[src/rtl/holding_read_pkg.sv]
// constants, image layout and crc helper for the holding register read responder
package holding_read_pkg;
    // ----------------------------------------------------------------
    // frame fields
    // ----------------------------------------------------------------
    localparam logic [7:0] SLAVE_ADDR_MIN = 8'h01;
    localparam logic [7:0] SLAVE_ADDR_MAX = 8'hf7;
    localparam logic [7:0] FUNC_READ_HOLD = 8'h03;
    localparam logic [2:0] REQ_LAST_IDX = 3'h7;
    localparam logic [2:0] REQ_IDX_ADDR = 3'h0;
    localparam logic [2:0] REQ_IDX_FUNC = 3'h1;
    localparam logic [2:0] REQ_IDX_START_HI = 3'h2;
    localparam logic [2:0] REQ_IDX_START_LO = 3'h3;
    localparam logic [2:0] REQ_IDX_CNT_HI = 3'h4;
    localparam logic [2:0] REQ_IDX_CNT_LO = 3'h5;
    localparam logic [7:0] RSP_HDR_LEN = 8'h03;
    localparam logic [7:0] RSP_IDX_FUNC = 8'h01;
    localparam logic [7:0] RSP_IDX_COUNT = 8'h02;
    // ----------------------------------------------------------------
    // crc
    // ----------------------------------------------------------------
    localparam logic [15:0] CRC_POLY = 16'ha001;
    localparam logic [15:0] CRC_INIT = 16'hffff;
    localparam logic [15:0] CRC_GOOD_RESIDUE = 16'h0000;
    // ----------------------------------------------------------------
    // holding register image, word indices
    // ----------------------------------------------------------------
    localparam int IMAGE_WORDS = 35;
    localparam int IMAGE_AW = 6;
    localparam logic [16:0] IMAGE_WORDS_17 = 17'h00023;
    localparam logic [5:0] IDX_ANALOG_OUTPUT_ONE = 6'h00;
    localparam logic [5:0] IDX_ANALOG_OUTPUT_TWO = 6'h01;
    localparam logic [5:0] IDX_DIGITAL_INPUT_ONE_SETTING = 6'h02;
    localparam logic [5:0] IDX_DIGITAL_INPUT_ONE_COUNT = 6'h03;
    localparam logic [5:0] IDX_DIGITAL_OUTPUT_ONE_COUNT = 6'h05;
    localparam logic [5:0] IDX_DIGITAL_OUTPUT_ONE_FREQ = 6'h07;
    localparam logic [5:0] IDX_DIGITAL_OUTPUT_ONE_DUTY = 6'h08;
    localparam logic [5:0] IDX_DIGITAL_OUTPUT_TWO_DIR = 6'h09;
    localparam logic [5:0] IDX_DIGITAL_OUTPUT_ONE_NUMBER = 6'h0a;
    localparam logic [5:0] IDX_DIGITAL_OUTPUT_ONE_CTRL = 6'h0c;
    localparam logic [5:0] IDX_INPUT_COUNTS_BASE = 6'h0d;

    typedef enum logic [3:0] {
        ST_IDLE = 4'b0001,
        ST_FETCH = 4'b0010,
        ST_LOAD = 4'b0100,
        ST_SEND = 4'b1000
    } resp_state_t;

    function automatic logic [15:0] crc_step(input logic [15:0] c, input logic [7:0] b);
        logic [15:0] x;
        x = c ^ {8'h00, b};
        for (int i = 0; i < 8; i++) begin
            x = x[0] ? ((x >> 1) ^ CRC_POLY) : (x >> 1);
        end
        return x;
    endfunction
endpackage

[src/rtl/holding_image_mem.sv]
// register image memory: one write port, one read port with registered data
`timescale 1ns/1ps
module holding_image_mem (
    input wire logic clk_sys_i,
    input wire logic wr_en_i,
    input wire logic [5:0] wr_addr_i,
    input wire logic [15:0] wr_data_i,
    input wire logic rd_en_i,
    input wire logic [5:0] rd_addr_i,
    output logic [15:0] rd_data_o
);
    logic [15:0] mem_r [holding_read_pkg::IMAGE_WORDS];

    // ----------------------------------------------------------------
    // write and read ports
    // ----------------------------------------------------------------
    // out of range writes are dropped so the image never aliases
    always_ff @(posedge clk_sys_i) begin
        if (wr_en_i && (int'(wr_addr_i) < holding_read_pkg::IMAGE_WORDS)) begin
            mem_r[wr_addr_i] <= wr_data_i;
        end
    end

    always_ff @(posedge clk_sys_i) begin
        if (rd_en_i) begin
            rd_data_o <= mem_r[rd_addr_i];
        end
    end
endmodule

[src/rtl/holding_register_read_responder.sv]
// read holding registers request decoder and reply generator
`timescale 1ns/1ps
// Behaviour
// - act only on own address, 1 to 247
// - function byte 03h selects holding read
// - frames end in crc, low byte first
// - reply echoes address then function 03h
// - byte count equals twice register count
// - register data follow in address order
// - fixed 35 word image layout
module holding_register_read_responder (
    input wire logic clk_sys_i,
    input wire logic reset_i,
    input wire logic [7:0] dev_addr_i,
    input wire logic rx_gap_i,
    input wire logic rx_valid_i,
    input wire logic [7:0] rx_data_i,
    output logic tx_valid_o,
    output logic [7:0] tx_data_o,
    input wire logic tx_ready_i,
    input wire logic img_wr_en_i,
    input wire logic [5:0] img_wr_addr_i,
    input wire logic [15:0] img_wr_data_i
);
    holding_read_pkg::resp_state_t state_r;
    logic [2:0] rx_idx_r;
    logic [15:0] rx_crc_r;
    logic [7:0] req_addr_r;
    logic [7:0] req_func_r;
    logic [15:0] req_start_r;
    logic [15:0] req_cnt_r;
    logic [15:0] rx_crc_nxt;
    logic [16:0] req_end;
    logic rx_last;
    logic accept;
    logic [7:0] tx_idx_r;
    logic [15:0] tx_crc_r;
    logic [15:0] word_r;
    logic [15:0] rd_data;
    logic [7:0] data_end;
    logic [7:0] data_off;
    logic [7:0] tx_idx_nxt;
    logic tx_fire;
    logic need_fetch;
    logic [5:0] rd_addr;

    // ----------------------------------------------------------------
    // request reception
    // ----------------------------------------------------------------
    assign rx_crc_nxt = holding_read_pkg::crc_step(rx_crc_r, rx_data_i);
    assign rx_last = (state_r == holding_read_pkg::ST_IDLE) && rx_valid_i
        && (rx_idx_r == holding_read_pkg::REQ_LAST_IDX);
    assign req_end = {1'b0, req_start_r} + {1'b0, req_cnt_r};
    // out of range or empty reads get no reply; no exception path here
    assign accept = rx_last
        && (rx_crc_nxt == holding_read_pkg::CRC_GOOD_RESIDUE)
        && (req_addr_r == dev_addr_i)
        && (req_addr_r >= holding_read_pkg::SLAVE_ADDR_MIN)
        && (req_addr_r <= holding_read_pkg::SLAVE_ADDR_MAX)
        && (req_func_r == holding_read_pkg::FUNC_READ_HOLD)
        && (req_cnt_r != 16'h0000)
        && (req_end <= holding_read_pkg::IMAGE_WORDS_17);

    // bytes seen while replying are ignored: the link is half duplex
    always_ff @(posedge clk_sys_i) begin
        if (reset_i || rx_gap_i) begin
            rx_idx_r <= 3'h0;
            rx_crc_r <= holding_read_pkg::CRC_INIT;
        end else if ((state_r == holding_read_pkg::ST_IDLE) && rx_valid_i) begin
            rx_idx_r <= rx_idx_r + 3'h1;
            rx_crc_r <= rx_last ? holding_read_pkg::CRC_INIT : rx_crc_nxt;
        end
    end

    always_ff @(posedge clk_sys_i) begin
        if (reset_i) begin
            req_addr_r <= 8'h00;
            req_func_r <= 8'h00;
            req_start_r <= 16'h0000;
            req_cnt_r <= 16'h0000;
        end else if ((state_r == holding_read_pkg::ST_IDLE) && rx_valid_i) begin
            case (rx_idx_r)
                holding_read_pkg::REQ_IDX_ADDR: req_addr_r <= rx_data_i;
                holding_read_pkg::REQ_IDX_FUNC: req_func_r <= rx_data_i;
                holding_read_pkg::REQ_IDX_START_HI: req_start_r[15:8] <= rx_data_i;
                holding_read_pkg::REQ_IDX_START_LO: req_start_r[7:0] <= rx_data_i;
                holding_read_pkg::REQ_IDX_CNT_HI: req_cnt_r[15:8] <= rx_data_i;
                holding_read_pkg::REQ_IDX_CNT_LO: req_cnt_r[7:0] <= rx_data_i;
                default: ;
            endcase
        end
    end

    // ----------------------------------------------------------------
    // reply sequencing
    // ----------------------------------------------------------------
    // count is at most 35 here, so 2n+5 fits one byte
    assign data_end = holding_read_pkg::RSP_HDR_LEN + {req_cnt_r[6:0], 1'b0};
    assign data_off = tx_idx_r - holding_read_pkg::RSP_HDR_LEN;
    assign tx_fire = tx_valid_o && tx_ready_i;
    assign tx_idx_nxt = tx_idx_r + 8'h01;
    assign need_fetch = (tx_idx_nxt >= holding_read_pkg::RSP_HDR_LEN)
        && (tx_idx_nxt < data_end)
        && ((tx_idx_nxt[0] ^ holding_read_pkg::RSP_HDR_LEN[0]) == 1'b0);
    // word index of the byte about to be sent: start plus offset over two
    assign rd_addr = req_start_r[5:0] + data_off[6:1];

    always_ff @(posedge clk_sys_i) begin
        if (reset_i) begin
            state_r <= holding_read_pkg::ST_IDLE;
        end else begin
            case (state_r)
                holding_read_pkg::ST_IDLE: begin
                    if (accept) begin
                        state_r <= holding_read_pkg::ST_SEND;
                    end
                end
                holding_read_pkg::ST_FETCH: state_r <= holding_read_pkg::ST_LOAD;
                holding_read_pkg::ST_LOAD: state_r <= holding_read_pkg::ST_SEND;
                holding_read_pkg::ST_SEND: begin
                    if (tx_fire) begin
                        if (tx_idx_r == data_end + 8'h01) begin
                            state_r <= holding_read_pkg::ST_IDLE;
                        end else if (need_fetch) begin
                            state_r <= holding_read_pkg::ST_FETCH;
                        end
                    end
                end
                default: state_r <= holding_read_pkg::ST_IDLE;
            endcase
        end
    end

    always_ff @(posedge clk_sys_i) begin
        if (reset_i || (state_r == holding_read_pkg::ST_IDLE)) begin
            tx_idx_r <= 8'h00;
            tx_crc_r <= holding_read_pkg::CRC_INIT;
        end else if (tx_fire) begin
            tx_idx_r <= tx_idx_nxt;
            if (tx_idx_r < data_end) begin
                tx_crc_r <= holding_read_pkg::crc_step(tx_crc_r, tx_data_o);
            end
        end
    end

    always_ff @(posedge clk_sys_i) begin
        if (reset_i) begin
            word_r <= 16'h0000;
        end else if (state_r == holding_read_pkg::ST_LOAD) begin
            word_r <= rd_data;
        end
    end

    holding_image_mem i_holding_image_mem (
        .clk_sys_i(clk_sys_i),
        .wr_en_i(img_wr_en_i),
        .wr_addr_i(img_wr_addr_i),
        .wr_data_i(img_wr_data_i),
        .rd_en_i(state_r == holding_read_pkg::ST_FETCH),
        .rd_addr_i(rd_addr),
        .rd_data_o(rd_data)
    );

    // ----------------------------------------------------------------
    // reply byte select
    // ----------------------------------------------------------------
    assign tx_valid_o = (state_r == holding_read_pkg::ST_SEND);

    always_comb begin
        if (tx_idx_r == 8'h00) begin
            tx_data_o = req_addr_r;
        end else if (tx_idx_r == holding_read_pkg::RSP_IDX_FUNC) begin
            tx_data_o = holding_read_pkg::FUNC_READ_HOLD;
        end else if (tx_idx_r == holding_read_pkg::RSP_IDX_COUNT) begin
            tx_data_o = {req_cnt_r[6:0], 1'b0};
        end else if (tx_idx_r < data_end) begin
            tx_data_o = data_off[0] ? word_r[7:0] : word_r[15:8];
        end else if (tx_idx_r == data_end) begin
            tx_data_o = tx_crc_r[7:0];
        end else begin
            tx_data_o = tx_crc_r[15:8];
        end
    end
endmodule

[config.mk]
export PLATFORM = sky130hd
export DESIGN_NAME = holding_register_read_responder
export DESIGN_NICKNAME = d
export VERILOG_FILES = /design/src/rtl/holding_read_pkg.sv /design/src/rtl/holding_image_mem.sv /design/src/rtl/holding_register_read_responder.sv
export SDC_FILE = /design/constraint.sdc
export NUM_CORES = 1
export LEC_CHECK = 0
export BUFFER_PORTS_ARGS = -buffer_cell sky130_fd_sc_hd__buf_2
export CORE_MARGIN = 1.5
export CORE_UTILIZATION = 53
export CTS_CLUSTER_SIZE = 10
export DETAILED_ROUTE_END_ITERATION = 8
export GPL_TIMING_DRIVEN = 0
export PLACE_DENSITY = 0.81
export SETUP_SLACK_MARGIN = 0.4
export SKIP_LAST_GASP = 1
export SLEW_MARGIN = 0
export SYNTH_ARGS = -nofsm -noshare
export SYNTH_HDL_FRONTEND = slang
export SYNTH_SLANG_ARGS = --single-unit
[constraint.sdc]
create_clock -name clk_sys_i -period 12.9 [get_ports clk_sys_i]
set_input_delay 1.29 -clock clk_sys_i [delete_from_list [all_inputs] [get_ports clk_sys_i]]
set_output_delay 1.29 -clock clk_sys_i [all_outputs]
set_load 0.005 [all_outputs]
---- After elaboration in Yosys (flattened, before gate mapping) ----
Memories as Yosys holds them, arrays and structs flattened. A register that Yosys moved wholly into a read port is not among the register bits.
Cells that the tools add are included.
storage, ports and cells
  bits in registers ....................... 111
  bits in writable memories ............... 560
  input bits .............................. 44
  memories ................................ 1
  word-level logic and storage cells ...... 121
  output and inout port bits .............. 9
memories
  name                       depth  width  read ports  clocked after Yosys merged registers in  wr ports  RTL line                 RTL
  i_holding_image_mem.mem_r  35     16     1           1                                        1         holding_image_mem.sv:12  logic [15:0] mem_r [holding_read_pkg::IMAGE_WORDS];
operators by class
  mux-type cells .......................... 30
  order comparisons ....................... 7
  equality and inequality tests ........... 19
  bitwise logic cells ..................... 18
  add/sub/neg operators ................... 7
  reductions and logical operators ........ 27
operators by type and width
  cell                                                               number
  two-way mux 16 bit                                                 17
  two-way mux 8 bit                                                  6
  NOT 2 -> 3 bit                                                     16
  XOR 16 x 8 -> 16 bit                                               2
  equality test 8 bit                                                3
  adder 16 x 16 -> 17 bit                                            1
  <= comparator 17 x 6 -> 1 bit, second input constant               1
  adder 8 x 1 -> 8 bit, second input constant                        2
  equality test 8 x 2 -> 1 bit, second input constant                2
  logical NOT 16 bit                                                 1
  less-than comparator 8 bit                                         2
  two-way mux 4 bit                                                  4
  one-hot mux 4 bit (4 select lines)                                 1
  nonzero test 16 bit                                                1
  AND reduction 2 bit                                                7
  logical AND 1 bit                                                  13
  equality test 3 bit, second input constant                         3
  adder 2 x 8 -> 8 bit, first input constant                         1
  equality test 8 x 1 -> 1 bit, second input constant                1
  greater-or-equal comparator 8 x 1 -> 1 bit, second input constant  1
  greater-or-equal comparator 8 x 2 -> 1 bit, second input constant  1
  <= comparator 8 bit, second input constant                         1
  logical NOT 8 bit                                                  1
  subtractor 7 x 2 -> 7 bit, second input constant                   1
  16 further kinds                                                   19

---- Depth between registers and ports, before layout ----
Gate-level depths: netlist (run 1).
  depth in word-level cells ............... 27
  depth in mapped cells ................... 18
  gate-level depth less buffers ........... 16

---- By module ----
Synthesis (run 1) repeated with hierarchy kept, for this count alone.
unflattened totals
  cell total of the unflattened synthesis .. 2,059
  area total of the unflattened synthesis .. 29,698.5 um2
modules (own cells, without submodules)
  module                           sequential area each (um2)  instances  area each (um2)  cells an instance
  holding_image_mem                17,296.6                    1          22,784.4         1,226
  holding_register_read_responder  2,222.1                     1          6,914.1          833

---- Least setup slack after synthesis (run 1) ----
No wires, ideal clock.
  path kind ............................... reg2reg
  from .................................... register tx_idx_r[0]
  to ...................................... register i_holding_image_mem.rd_data_o[10] (read register of i_holding_image_mem.mem_r) (data pin)
  setup slack ............................. 8.563 ns
  arrival ................................. 4.066 ns
  cell stages (with the launch flop) ...... 13
  setup time .............................. 0.270 ns
  buffers on the path ..................... 5
  period minus slack after synthesis ...... 4.337 ns
  path through ............................ dfxtp_1 clkbuf_1 buf_1 inv_1 ha_1 ha_1 clkbuf_1 clkbuf_1 buf_1 mux4_2 mux4_2 mux2i_1 a21oi_1
on the way
  cells in the longest elaborated chain, start to end .. 2
ends and longest elaborated chain
  element                    RTL line                                RTL
  start: declaration         holding_register_read_responder.sv:36   logic [7:0] tx_idx_r;
  start signal: assignment   holding_register_read_responder.sv:139  tx_idx_r <= tx_idx_nxt;
  subtractor 7 x 2 -> 7 bit  holding_register_read_responder.sv:99   assign data_off = tx_idx_r - holding_read_pkg::RSP_HDR_LEN;
  named net data_off[1]      holding_register_read_responder.sv:41   logic [7:0] data_off;
  adder 6 bit                holding_register_read_responder.sv:106  assign rd_addr = req_start_r[5:0] + data_off[6:1];
  end: declaration           holding_image_mem.sv:10                 output logic [15:0] rd_data_o
The timed path passes the listed nets, and every way through them passes these cells.
A chain may end at the register's enable or synchronous reset.

---- Worst setup path after layout (run 1) ----
  from .................................... register tx_idx_r[0]
  to ...................................... register i_holding_image_mem.rd_data_o[12] (read register of i_holding_image_mem.mem_r) (data pin)
Same word-level chain as after synthesis.

==> results of run 1 <==
-- layer usage --
metal | wire (µm) | vias to the layer above | track usage (%)
li1 | - | 7309 | -
met1 | 27340 | 8692 | 34.07
met2 | 34420 | 1002 | 41.69
met3 | 6834 | 152 | 5.712
met4 | 2301 | 2 | 9.033
met5 | 9 | - | 0
-- sequential cells by signal, summed over array words and instances (netlist names) --
signal	flops
i_holding_image_mem.mem_r	560
i_holding_image_mem.rd_data_o	16
req_cnt_r	16
req_start_r	16
rx_crc_r	16
tx_crc_r	16
word_r	16
req_addr_r	8
req_func_r	8
tx_idx_r	8
state_r	4
rx_idx_r	3
-- worst reg2reg max path, cell delays in order, from the launching register on --
cell and delay, ns:
dfxtp_1 0.36, clkbuf_1 0.41, buf_1 0.47, inv_1 0.14, ha_1 0.36, ha_1 0.31, clkbuf_1 0.66, clkbuf_1 0.74
buf_1 0.89, mux4_2 0.60, mux4_2 0.53, mux2i_1 0.38, a21oi_1 0.13
-- worst paths after layout --
kind,startpoint,end,slack [ns],cells after the start
setup / recovery,tx_idx_r[0]$_SDFFE_PP0P_,i_holding_image_mem.rd_data_o[12]$_DFFE_PN_,6.65,12
hold / removal,word_r[15]$_SDFFE_PP0P_,word_r[15]$_SDFFE_PP0P_,0.45,2
setup reg to reg,tx_idx_r[0]$_SDFFE_PP0P_,i_holding_image_mem.rd_data_o[12]$_DFFE_PN_,6.65,12
hold reg to reg,word_r[15]$_SDFFE_PP0P_,word_r[15]$_SDFFE_PP0P_,0.45,2
-- logic make-up after synthesis --
logic type / after synthesis / synth area share, %
AOI/OAI and AO/OA: 218 / 4.514
xor gates and xnor gates: 79 / 2.612
buffers and inverters: 128 / 1.724
and+or+nand+nor: 426 / 6.863
muxes: 229 / 14.88
DFF: 687 / 67.25
adders and majority gates: 49 / 2.156
-- stage by stage --
step                total power, mW  std cells
floorplan                     2.601       1816
global placement              2.676       2555
detailed placement            2.687       2562
CTS                           4.698       2668
global route                  4.797       2668
finish                        4.683       2668
-- power by group through the flow --
stage	registers (mW)	clock network, mW	logic [mW]
2_1_floorplan	2.48	0	0.122
3_5_place_dp	2.48	0	0.203
6_report	2.44	2.03	0.210
3_3_place_gp	2.48	0	0.194
4_1_cts	2.44	2.05	0.206
5_1_grt	2.44	2.13	0.225
-- cell usage after synthesis (3+ instances only) --
library cell,number
nor2b_1,5
nor3b_1,6
edfxtp_1,576
nor4b_1,5
nand2b_1,4
buf_1,10
clkbuf_1,83
mux4_2,160
ha_1,46
or4_1,4
nand2_1,148
a2111oi_0,3
o21bai_1,5
o41ai_1,3
mux2_2,9
and3_1,3
a211oi_1,7
a21o_1,8
a21oi_1,116
or3_1,9
nand4_1,10
o21ai_0,24
nand3b_1,12
a31oi_1,4
o211ai_1,23
o31ai_1,4
a21boi_0,3
dfxtp_1,111
buf_2,4
nand3_1,58
nor4_1,12
o2111ai_1,3
and2_1,3
xor2_1,20
xnor2_1,54
mux2i_1,56
inv_1,28
nor3_1,18
nor2_1,117
-- final cells by class --
type / count / area [µm²]
Buffer: 99 / 391.6
Clock buffer: 95 / 2078
Clock inverter: 11 / 215.2
Fill cell: 3729 / 21370
Inverter: 29 / 108.9
Multi-Input combinational cell: 1001 / 9084
Sequential cell: 687 / 19520
Tap cell: 696 / 870.8
Timing Repair Buffer: 50 / 279.0
==> flow_metrics.py, run 1 <==
metrics = {
    "clock_tree": {
        "cts_buffer_depth": 3,
        "h-tree-depth": 3,
        "cts-resized-gates": 0,
        "cts_sinks": 687,
        "tritoncts": "done",
        "holdBufCountCts": 0,
        "cts_buffers": 80,
        "clk_pin_slew_worst_paths_ns": 0.06,
        "post_cts_buffers": 0,
        "clockRootBuffer": "clkbuf_16",
        "insertion_delay_ns": 0.65,
    },
    "sta": {
        "hold_viol_final": 0,
        "finalSetupViolCount": 0,
        "slew_headroom_pct": 6.501,
        "finalClockSkew_ns": 0.04158,
        "fin_setup_tns_ns": 0,
        "rsz0062_at_grt": "no",
        "hold_ws_ns": 0.4528,
        "layout_min_cycle_time_ns": 6.252,
        "tightest_slew_ns": 1.397,
        "fin_ws_ns": 6.648,
        "fin_crit_sh_pct": 48.46,
        "slew_viol_final": 0,
        "maxClockFrequency_mhz": 160.0,
    },
    "placed_design": {
        "gp_congestion": 0.9264,
        "pre_cts_ws_ns": 6.744,
        "placed_area_mm2": 0.03021,
        "io_buffers": 43,
        "dp_hpwl_um": 44670,
    },
    "die": {
        "die_area_mm2": 0.05617,
        "io_pins": 53,
        "start_util_pct": 53.83,
        "core_area_mm2": 0.05392,
        "rows": 85,
        "die_w_um": 237.0,
        "die_y_um": 237.0,
    },
    "worst_setup_path": {
        "crit_top_cell": "clkbuf_1",
        "path_class": "register to register",
        "max_stage_delay_ns": 0.89,
        "cp_slowest_cell": "buf_1",
        "end_kind": "register",
        "path_delay_family": "buffers and inverters",
        "path_buf_inv": 6,
        "crit_required_ns": 13.25,
        "start_kind": "register",
        "cp_data_arrival_time_ns": 6.60,
        "crit_chain": "clkbuf_1, buf_1, inv_1, ha_1, ha_1, clkbuf_1, clkbuf_1, buf_1, mux4_2, mux4_2, mux2i_1, a21oi_1",
        "path_max_fanout": 10,
    },
    "finish": {
        "drive_above_1_share_pct": 18.41,
        "final_area_mm2": 0.03255,
        "final_cell_mix": "576 x edfxtp_1, 160 x mux4_2, 148 x nand2_1, 116 x a21oi_1, 111 x dfxtp_1",
        "postLayoutCoreUtil_pct": 60.36,
        "layout.nets": 2040,
        "diodes": 0,
        "area_growth_pct": 12.14,
        "final_common_cell": "edfxtp_1",
    },
    "synth": {
        "yosys_warnings": 0,
        "synth_edf_count": 576,
        "syn_area_per_cell_um2": 15.98,
        "ys_types": 71,
        "ys_ff_latch": 687,
        "yosysSeqAreaShare_pct": 67.25,
        "synth_top_area_cell": "edfxtp_1",
        "syn_inst": 1816,
        "ys_async_sr_fraction_pct": 0,
        "synth_ff_type": "edfxtp_1",
        "synth_fp_nets": 1908,
        "synth_top_area_share_pct": 59.60,
        "synthTopCellsByArea": "edfxtp_1 60%, mux4_2 12%, dfxtp_1 7.7%",
        "syn_area_mm2": 0.02902,
    },
    "worst_hold_path": {
        "min_path_type": "register to register",
    },
    "power_and_ir_drop": {
        "combPwrFrac_pct": 4.5,
        "p_leak_nw": 10.75,
        "p_sw_mw": 1.030,
        "p_int_mw": 3.653,
        "power.share.clock_pct": 43.4,
        "p_sw_share_pct": 22.00,
        "ir_worst_vdd_uv": 239.3,
        "power_frac_seq_pct": 52.1,
        "power.density_mw_per_mm2": 143.9,
    },
    "routing": {
        "vias_per_cell": 6.431,
        "routedWlPerCell_um": 26.58,
        "firstDrtPassIters": 5,
        "num_vias": 17160,
        "ant_nets": 0,
        "drt_iter0_markers": 1920,
        "wl_um": 70910,
        "drc": 0,
    },
    "grt": {
        "grt_overflow": 0,
        "grt_pass1_vias": 16890,
        "grt_usage_pct": 25.56,
        "grt_max_degree": 36,
        "grt_pass1_wl_um": 105900,
        "antenna_found_initial": 1,
    },
    "run_status": {
        "status": "finished, final reports clean",
    },
    "run": {
        "max_cap_viol_count": 0,
    },
}
No activity file was read; power rests on OpenSTA's default activity.
==> run 2, diff against run 1 <==
--- a/config.mk
+++ b/config.mk
@@ -11,7 +11,7 @@
 export CTS_CLUSTER_SIZE = 10
 export DETAILED_ROUTE_END_ITERATION = 8
 export GPL_TIMING_DRIVEN = 0
-export PLACE_DENSITY = 0.81
+export PLACE_DENSITY = 0.84
 export SETUP_SLACK_MARGIN = 0.4
 export SKIP_LAST_GASP = 1
 export SLEW_MARGIN = 0
==> constraint.sdc (replaced) <==
create_clock -name clk_sys_i -period 5.75 [get_ports clk_sys_i]
set_input_delay 0.575 -clock clk_sys_i [delete_from_list [all_inputs] [get_ports clk_sys_i]]
set_output_delay 0.575 -clock clk_sys_i [all_outputs]
set_load 0.005 [all_outputs]
==> run 2 against run 1 <==
  * Core utilization about the same
  * Via count increased by 0.84%
  * Maximum frequency grew 22%
  * Global-route usage is 1.3 points higher
  * Die area unchanged
  * Non-clock buffer count increased by 2
==> flow_metrics.py, run 2 (synthesized netlist as in run 1, its figures left out) <==
metrics = {
    "placed_design": {
        "pre_cts_ws_ns": -0.4702,
        "dp_hpwl_um": 45950,
        "gp_congestion": 0.8965,
        "io_buffers": 43,
    },
    "clock_tree": {
        "h-tree-depth": 3,
        "cts_buffer_depth": 3,
        "tritoncts": "done",
        "cts_sinks": 687,
        "clockRootBuffer": "clkbuf_16",
        "insertion_delay_ns": 0.63,
        "clk_pin_slew_worst_paths_ns": 0.06,
        "cts_buffers": 79,
    },
    "grt": {
        "grt_pass1_wl_um": 110500,
        "antenna_found_initial": 0,
        "grt_usage_pct": 26.83,
        "grt_pass1_vias": 17370,
        "grt_overflow": 0,
        "grt_max_degree": 36,
    },
    "worst_setup_path": {
        "max_stage_delay_ns": 0.52,
        "cp_data_arrival_time_ns": 5.46,
        "start_kind": "register",
        "crit_required_ns": 6.10,
        "path_class": "register to register",
        "cp_slowest_cell": "fa_1",
        "crit_top_cell": "clkbuf_2",
        "path_max_fanout": 10,
        "crit_chain": "clkbuf_1, buf_2, inv_1, ha_1, ha_1, inv_1, fa_1, clkbuf_2, clkbuf_2, clkbuf_2, mux4_2, mux4_2, mux2i_1, a21oi_1",
        "end_kind": "register",
    },
    "routing": {
        "firstDrtPassIters": 6,
        "ant_nets": 0,
        "drt_iter0_markers": 2009,
        "routedWlPerCell_um": 27.77,
        "wl_um": 74020,
        "num_vias": 17300,
        "drc": 0,
        "vias_per_cell": 6.492,
    },
    "sta": {
        "slew_headroom_pct": 19.36,
        "fin_crit_sh_pct": 88.95,
        "layout_min_cycle_time_ns": 5.115,
        "fin_setup_tns_ns": 0,
        "finalSetupViolCount": 0,
        "fin_ws_ns": 0.6353,
        "slew_viol_final": 0,
        "finalClockSkew_ns": 0.04238,
        "maxClockFrequency_mhz": 195.5,
        "tightest_slew_ns": 1.193,
        "hold_ws_ns": 0.2030,
        "hold_viol_final": 0,
        "rsz0062_at_grt": "no",
    },
    "power_and_ir_drop": {
        "p_leak_nw": 10.79,
        "ir_worst_vdd_uv": 353.7,
        "power.density_mw_per_mm2": 320.0,
        "fin_total_pwr_mw": 10.41,
    },
    "finish": {
        "postLayoutCoreUtil_pct": 60.33,
        "num-fill-cells": 3728,
        "drive_above_1_share_pct": 19.40,
        "top_register": "i_holding_image_mem.mem_r",
        "layout.nets": 2041,
        "largest_reg_flops": 560,
        "diodes": 0,
        "final_common_cell": "edfxtp_1",
        "final_cell_mix": "576 x edfxtp_1, 160 x mux4_2, 148 x nand2_1, 116 x a21oi_1, 111 x dfxtp_1",
        "area_growth_pct": 12.09,
    },
    "worst_hold_path": {
        "min_path_type": "input pin to register",
    },
    "die": {
        "core_area_mm2": 0.05392,
        "die_w_um": 237.0,
        "die_y_um": 237.0,
        "io_pins": 53,
        "die_area_mm2": 0.05617,
        "rows": 85,
        "start_util_pct": 53.83,
    },
    "run": {
        "max_cap_viol_count": 0,
    },
    "run_status": {
        "status": "finished, final reports clean",
    },
}
## run 2: changes by cell type in the layout (fill, tap and decap cells not counted), sizes merged
cell and change:
inv -1, clkinv -4, bufinv -1, clkdlybuf4s15 +3
clkinvlp +1, buf -1
## run 2: repair_timing
action / 4_1_cts / 5_1_grt
hold buffers: 0 / 0
cloned: 0 / 0
buffers inserted: 0 / 0
setup endpoints to repair: 16 / 18
endpoints found under the hold margin: 0 / 0
gates resized for setup: 22 / 14
## run 2: metal layers
layer  vias to the layer above  wire (µm)  GRT usage (%)
met3                       173       7302          5.514
met5                         -          0              0
met4                         0       2748          10.72
met1                      8735      27460          34.79
li1                       7312          -              -
met2                      1081      36510          44.58
## run 2: layout make-up
type	count	area, µm²	share of cell area, %
inverters	29	108.9	0.3346
repair buffers	52	299.0	0.9192
flip-flops and latches	687	19520	60.00
well taps	696	870.8	2.677
clock inverters	6	133.9	0.4115
clock buffers	95	2068	6.358
plain buffers	99	434.2	1.335
multi-input cells	1001	9097	27.97
## run 2: final timing paths
| kind | start | to | slack [ns] | cells after the start |
|---|---|---|---|---|
| max | tx_idx_r[0]$_SDFFE_PP0P_ | i_holding_image_mem.rd_data_o[13]$_DFFE_PN_ | 0.64 | 14 |
| min | rx_gap_i | rx_idx_r[0]$_SDFFE_PP0P_ | 0.20 | 2 |
| max reg2reg | tx_idx_r[0]$_SDFFE_PP0P_ | i_holding_image_mem.rd_data_o[13]$_DFFE_PN_ | 0.64 | 14 |
| min reg2reg | word_r[1]$_SDFFE_PP0P_ | word_r[1]$_SDFFE_PP0P_ | 0.46 | 2 |
## run 2: through the flow
step / cells / instance area (µm²)
2_1_floorplan: 1816 / 29020
3_3_place_gp: 2555 / 30110
3_5_place_dp: 2562 / 30220
4_1_cts: 2663 / 32480
5_1_grt: 2665 / 32530
6_report: 2665 / 32530
## run 2: worst max-delay path: cells and delay by family (launching register included)
kind	cells	cell delay (ns)
buffers and inverters	7	2.01
muxes	3	1.29
adders and majority gates	3	1.04
DFF	1	0.40
AOI/OAI and AO/OA	1	0.12
## run 2: power by group
| group | switching, mW | total [mW] | leakage, nW | internal (mW) |
|---|---|---|---|---|
| clock | 1.94 | 4.46 | 1.06 | 2.53 |
| combinational | 0.323 | 0.473 | 3.65 | 0.150 |
| sequential | 0.0313 | 5.47 | 6.08 | 5.44 |
==> run 3, diff against run 2 <==
--- a/config.mk
+++ b/config.mk
@@ -5,6 +5,7 @@
 export SDC_FILE = /design/constraint.sdc
 export NUM_CORES = 1
 export LEC_CHECK = 0
+export ABC_AREA = 1
 export BUFFER_PORTS_ARGS = -buffer_cell sky130_fd_sc_hd__buf_2
 export CORE_MARGIN = 1.5
 export CORE_UTILIZATION = 53
==> run 3 against run 2 <==
  * The flow now finishes with violations (design-rule violations)
  * Sequential cell count unchanged
  * Sequential share of layout area down 1.3 points
  * Sequential power about the same
  * Global-route usage up 1.9 points
  * Wire length up 12%
  * First-iteration DRC count up 58%
  * Register-to-register slack worse by 0.12 ns
  * Die area up 2.0%
  * Critical endpoint is now i_holding_image_mem.rd_data_o[2]$_DFFE_PN_
  * Largest power group unchanged
==> flow_metrics.py, run 3 <==
metrics = {
    "sta": {
        "hold_ws_ns": 0.2691,
        "maxClockFrequency_mhz": 191.0,
        "fin_ws_ns": 0.5154,
        "finalClockSkew_ns": 0.04485,
        "tightest_slew_ns": 1.363,
        "fin_crit_sh_pct": 91.04,
        "fin_setup_tns_ns": 0,
        "hold_viol_final": 0,
        "slew_headroom_pct": 8.827,
        "slew_viol_final": 0,
        "rsz0062_at_grt": "no",
        "finalSetupViolCount": 0,
        "layout_min_cycle_time_ns": 5.235,
    },
    "placed_design": {
        "placed_area_mm2": 0.03106,
        "gp_congestion": 0.9764,
        "pre_cts_ws_ns": 0.8306,
        "dp_cells": 3512,
        "io_buffers": 52,
        "dp_hpwl_um": 53720,
    },
    "finish": {
        "drive_above_1_share_pct": 8.653,
        "finalNonFillerCells": 3614,
        "final_cell_mix": "576 x edfxtp_1, 431 x nor2_1, 386 x o21ai_0, 305 x nand2_1, 145 x clkbuf_1",
        "top_register": "i_holding_image_mem.mem_r",
        "largest_reg_flops": 560,
        "area_growth_pct": 12.32,
        "postLayoutCoreUtil_pct": 60.26,
        "diodes": 0,
        "final_common_cell": "edfxtp_1",
        "layout.nets": 2938,
        "final_area_mm2": 0.03326,
    },
    "worst_hold_path": {
        "min_path_type": "input pin to register",
    },
    "worst_setup_path": {
        "end_kind": "register",
        "crit_chain": "clkinv_1, ha_1, ha_1, inv_1, clkbuf_1, clkbuf_1, clkbuf_1, o21ai_0, o221ai_1, nand2_1, o21ai_0, a221oi_1, a31oi_1",
        "max_stage_delay_ns": 0.75,
        "path_max_fanout": 10,
        "crit_required_ns": 6.13,
        "cp_slowest_cell": "clkbuf_1",
        "start_kind": "register",
        "cp_data_arrival_time_ns": 5.62,
        "crit_top_cell": "clkbuf_1",
        "path_class": "register to register",
    },
    "routing": {
        "routedWlPerCell_um": 22.86,
        "num_vias": 22620,
        "drc": 1,
        "wl_um": 82610,
        "ant_nets": 0,
        "firstDrtPassIters": 9,
        "vias_per_cell": 6.260,
        "drt_iter0_markers": 3169,
    },
    "clock_tree": {
        "cts_buffer_depth": 3,
        "clockRootBuffer": "clkbuf_16",
        "clk_pin_slew_worst_paths_ns": 0.06,
        "cts_buffers": 79,
        "cts_sinks": 687,
        "holdBufCountCts": 0,
        "cts-resized-gates": 0,
        "h-tree-depth": 3,
        "tritoncts": "done",
        "insertion_delay_ns": 0.64,
        "post_cts_buffers": 0,
    },
    "synth": {
        "synth_top_area_cell": "edfxtp_1",
        "synth_edf_count": 576,
        "syn_area_per_cell_um2": 10.98,
        "ys_types": 50,
        "yosysMostFrequentCell": "edfxtp_1",
        "syn_area_mm2": 0.02961,
        "synth_ff_type": "edfxtp_1",
        "yosysSeqAreaShare_pct": 65.91,
        "ys_async_sr_fraction_pct": 0,
        "synth_fp_nets": 2790,
        "syn_inst": 2698,
        "synth_common_cells": "576 x edfxtp_1, 460 x nor2_1, 386 x o21ai_0",
        "synth_top_area_share_pct": 58.41,
        "yosys_warnings": 0,
        "synthTopCellsByArea": "edfxtp_1 58%, dfxtp_1 7.5%, o21ai_0 6.5%",
        "ys_ff_latch": 687,
    },
    "grt": {
        "grt_overflow": 0,
        "grt_max_degree": 36,
        "grt_usage_pct": 28.75,
        "grt_pass1_vias": 22260,
        "grt_pass1_wl_um": 124300,
        "antenna_found_initial": 1,
    },
    "die": {
        "io_pins": 53,
        "die_y_um": 239.4,
        "die_area_mm2": 0.05730,
        "die_w_um": 239.4,
        "core_area_mm2": 0.05520,
        "rows": 86,
        "start_util_pct": 53.65,
    },
    "run_status": {
        "violations": "design-rule violations",
        "status": "finished, violations left",
    },
    "power_and_ir_drop": {
        "power.density_mw_per_mm2": 313.7,
        "p_leak_nw": 11.65,
        "ir_worst_vdd_uv": 367.4,
        "fin_total_pwr_mw": 10.44,
    },
    "run": {
        "max_cap_viol_count": 0,
    },
}
## run 3: cell types whose count changed in the layout (fill, tap and decap cells not counted), sizes merged, moves of 53 or more
cell / change
nand2: +190
inv: +95
mux4: -160
o221ai: +65
o21ai: +364
nand3: +69
mux2i: -53
nor2: +346
o22ai: +62
## run 3: metal layers
layer | GRT usage (%) | share of wire, % | vias up
met4 | 14.19 | 5.2 | 0
met1 | 35.92 | 35 | 10680
met3 | 5.808 | 12 | 316
met2 | 47.83 | 47 | 1676
li1 | - | - | 9954
met5 | 0 | 0 | -
## run 3: critical path: cells and delay by family (launching register included)
kind	cells	cell delay [ns]
AO/OA/AOI/OAI	5	1.45
buffers and inverters	5	2.08
adder cells (fa/ha/maj)	2	0.81
AND/OR/NAND/NOR	1	0.16
flip-flops	1	0.48
## run 3: path summary, 6_finish.rpt
check / endpoint / start / slack (ns) / depth (start not counted)
setup / recovery: i_holding_image_mem.rd_data_o[2]$_DFFE_PN_ / tx_idx_r[0]$_SDFFE_PP0P_ / 0.52 / 13
hold reg to reg: word_r[3]$_SDFFE_PP0P_ / word_r[3]$_SDFFE_PP0P_ / 0.48 / 2
setup reg to reg: i_holding_image_mem.rd_data_o[2]$_DFFE_PN_ / tx_idx_r[0]$_SDFFE_PP0P_ / 0.52 / 13
hold / removal: rx_crc_r[12]$_SDFFE_PP1P_ / rx_gap_i / 0.27 / 3
## run 3: power breakdown
group          switching, mW  internal, mW  leakage [nW]
Combinational          0.394         0.150          4.51
Clock                   1.90          2.52          1.06
Sequential            0.0279          5.44          6.08
## run 3: area by class of cell
cell class / count / area [µm²]
Fill cell: 4180 / 21940
Sequential cell: 687 / 19520
Multi-Input combinational cell: 1742 / 9155
Clock buffer: 94 / 2076
Tap cell: 748 / 935.9
Buffer: 141 / 538.0
Inverter: 128 / 481.7
Timing Repair Buffer: 67 / 462.9
Clock inverter: 7 / 96.34
## run 3: kinds of logic after synthesis
logic type / after synthesis / synth area share [%]
compound gates: 660 / 12.81
xor+xnor: 58 / 1.715
fa+ha+maj: 48 / 2.079
buf+inv: 269 / 3.439
flops: 687 / 65.91
mux: 3 / 0.1014
simple gates: 973 / 13.94
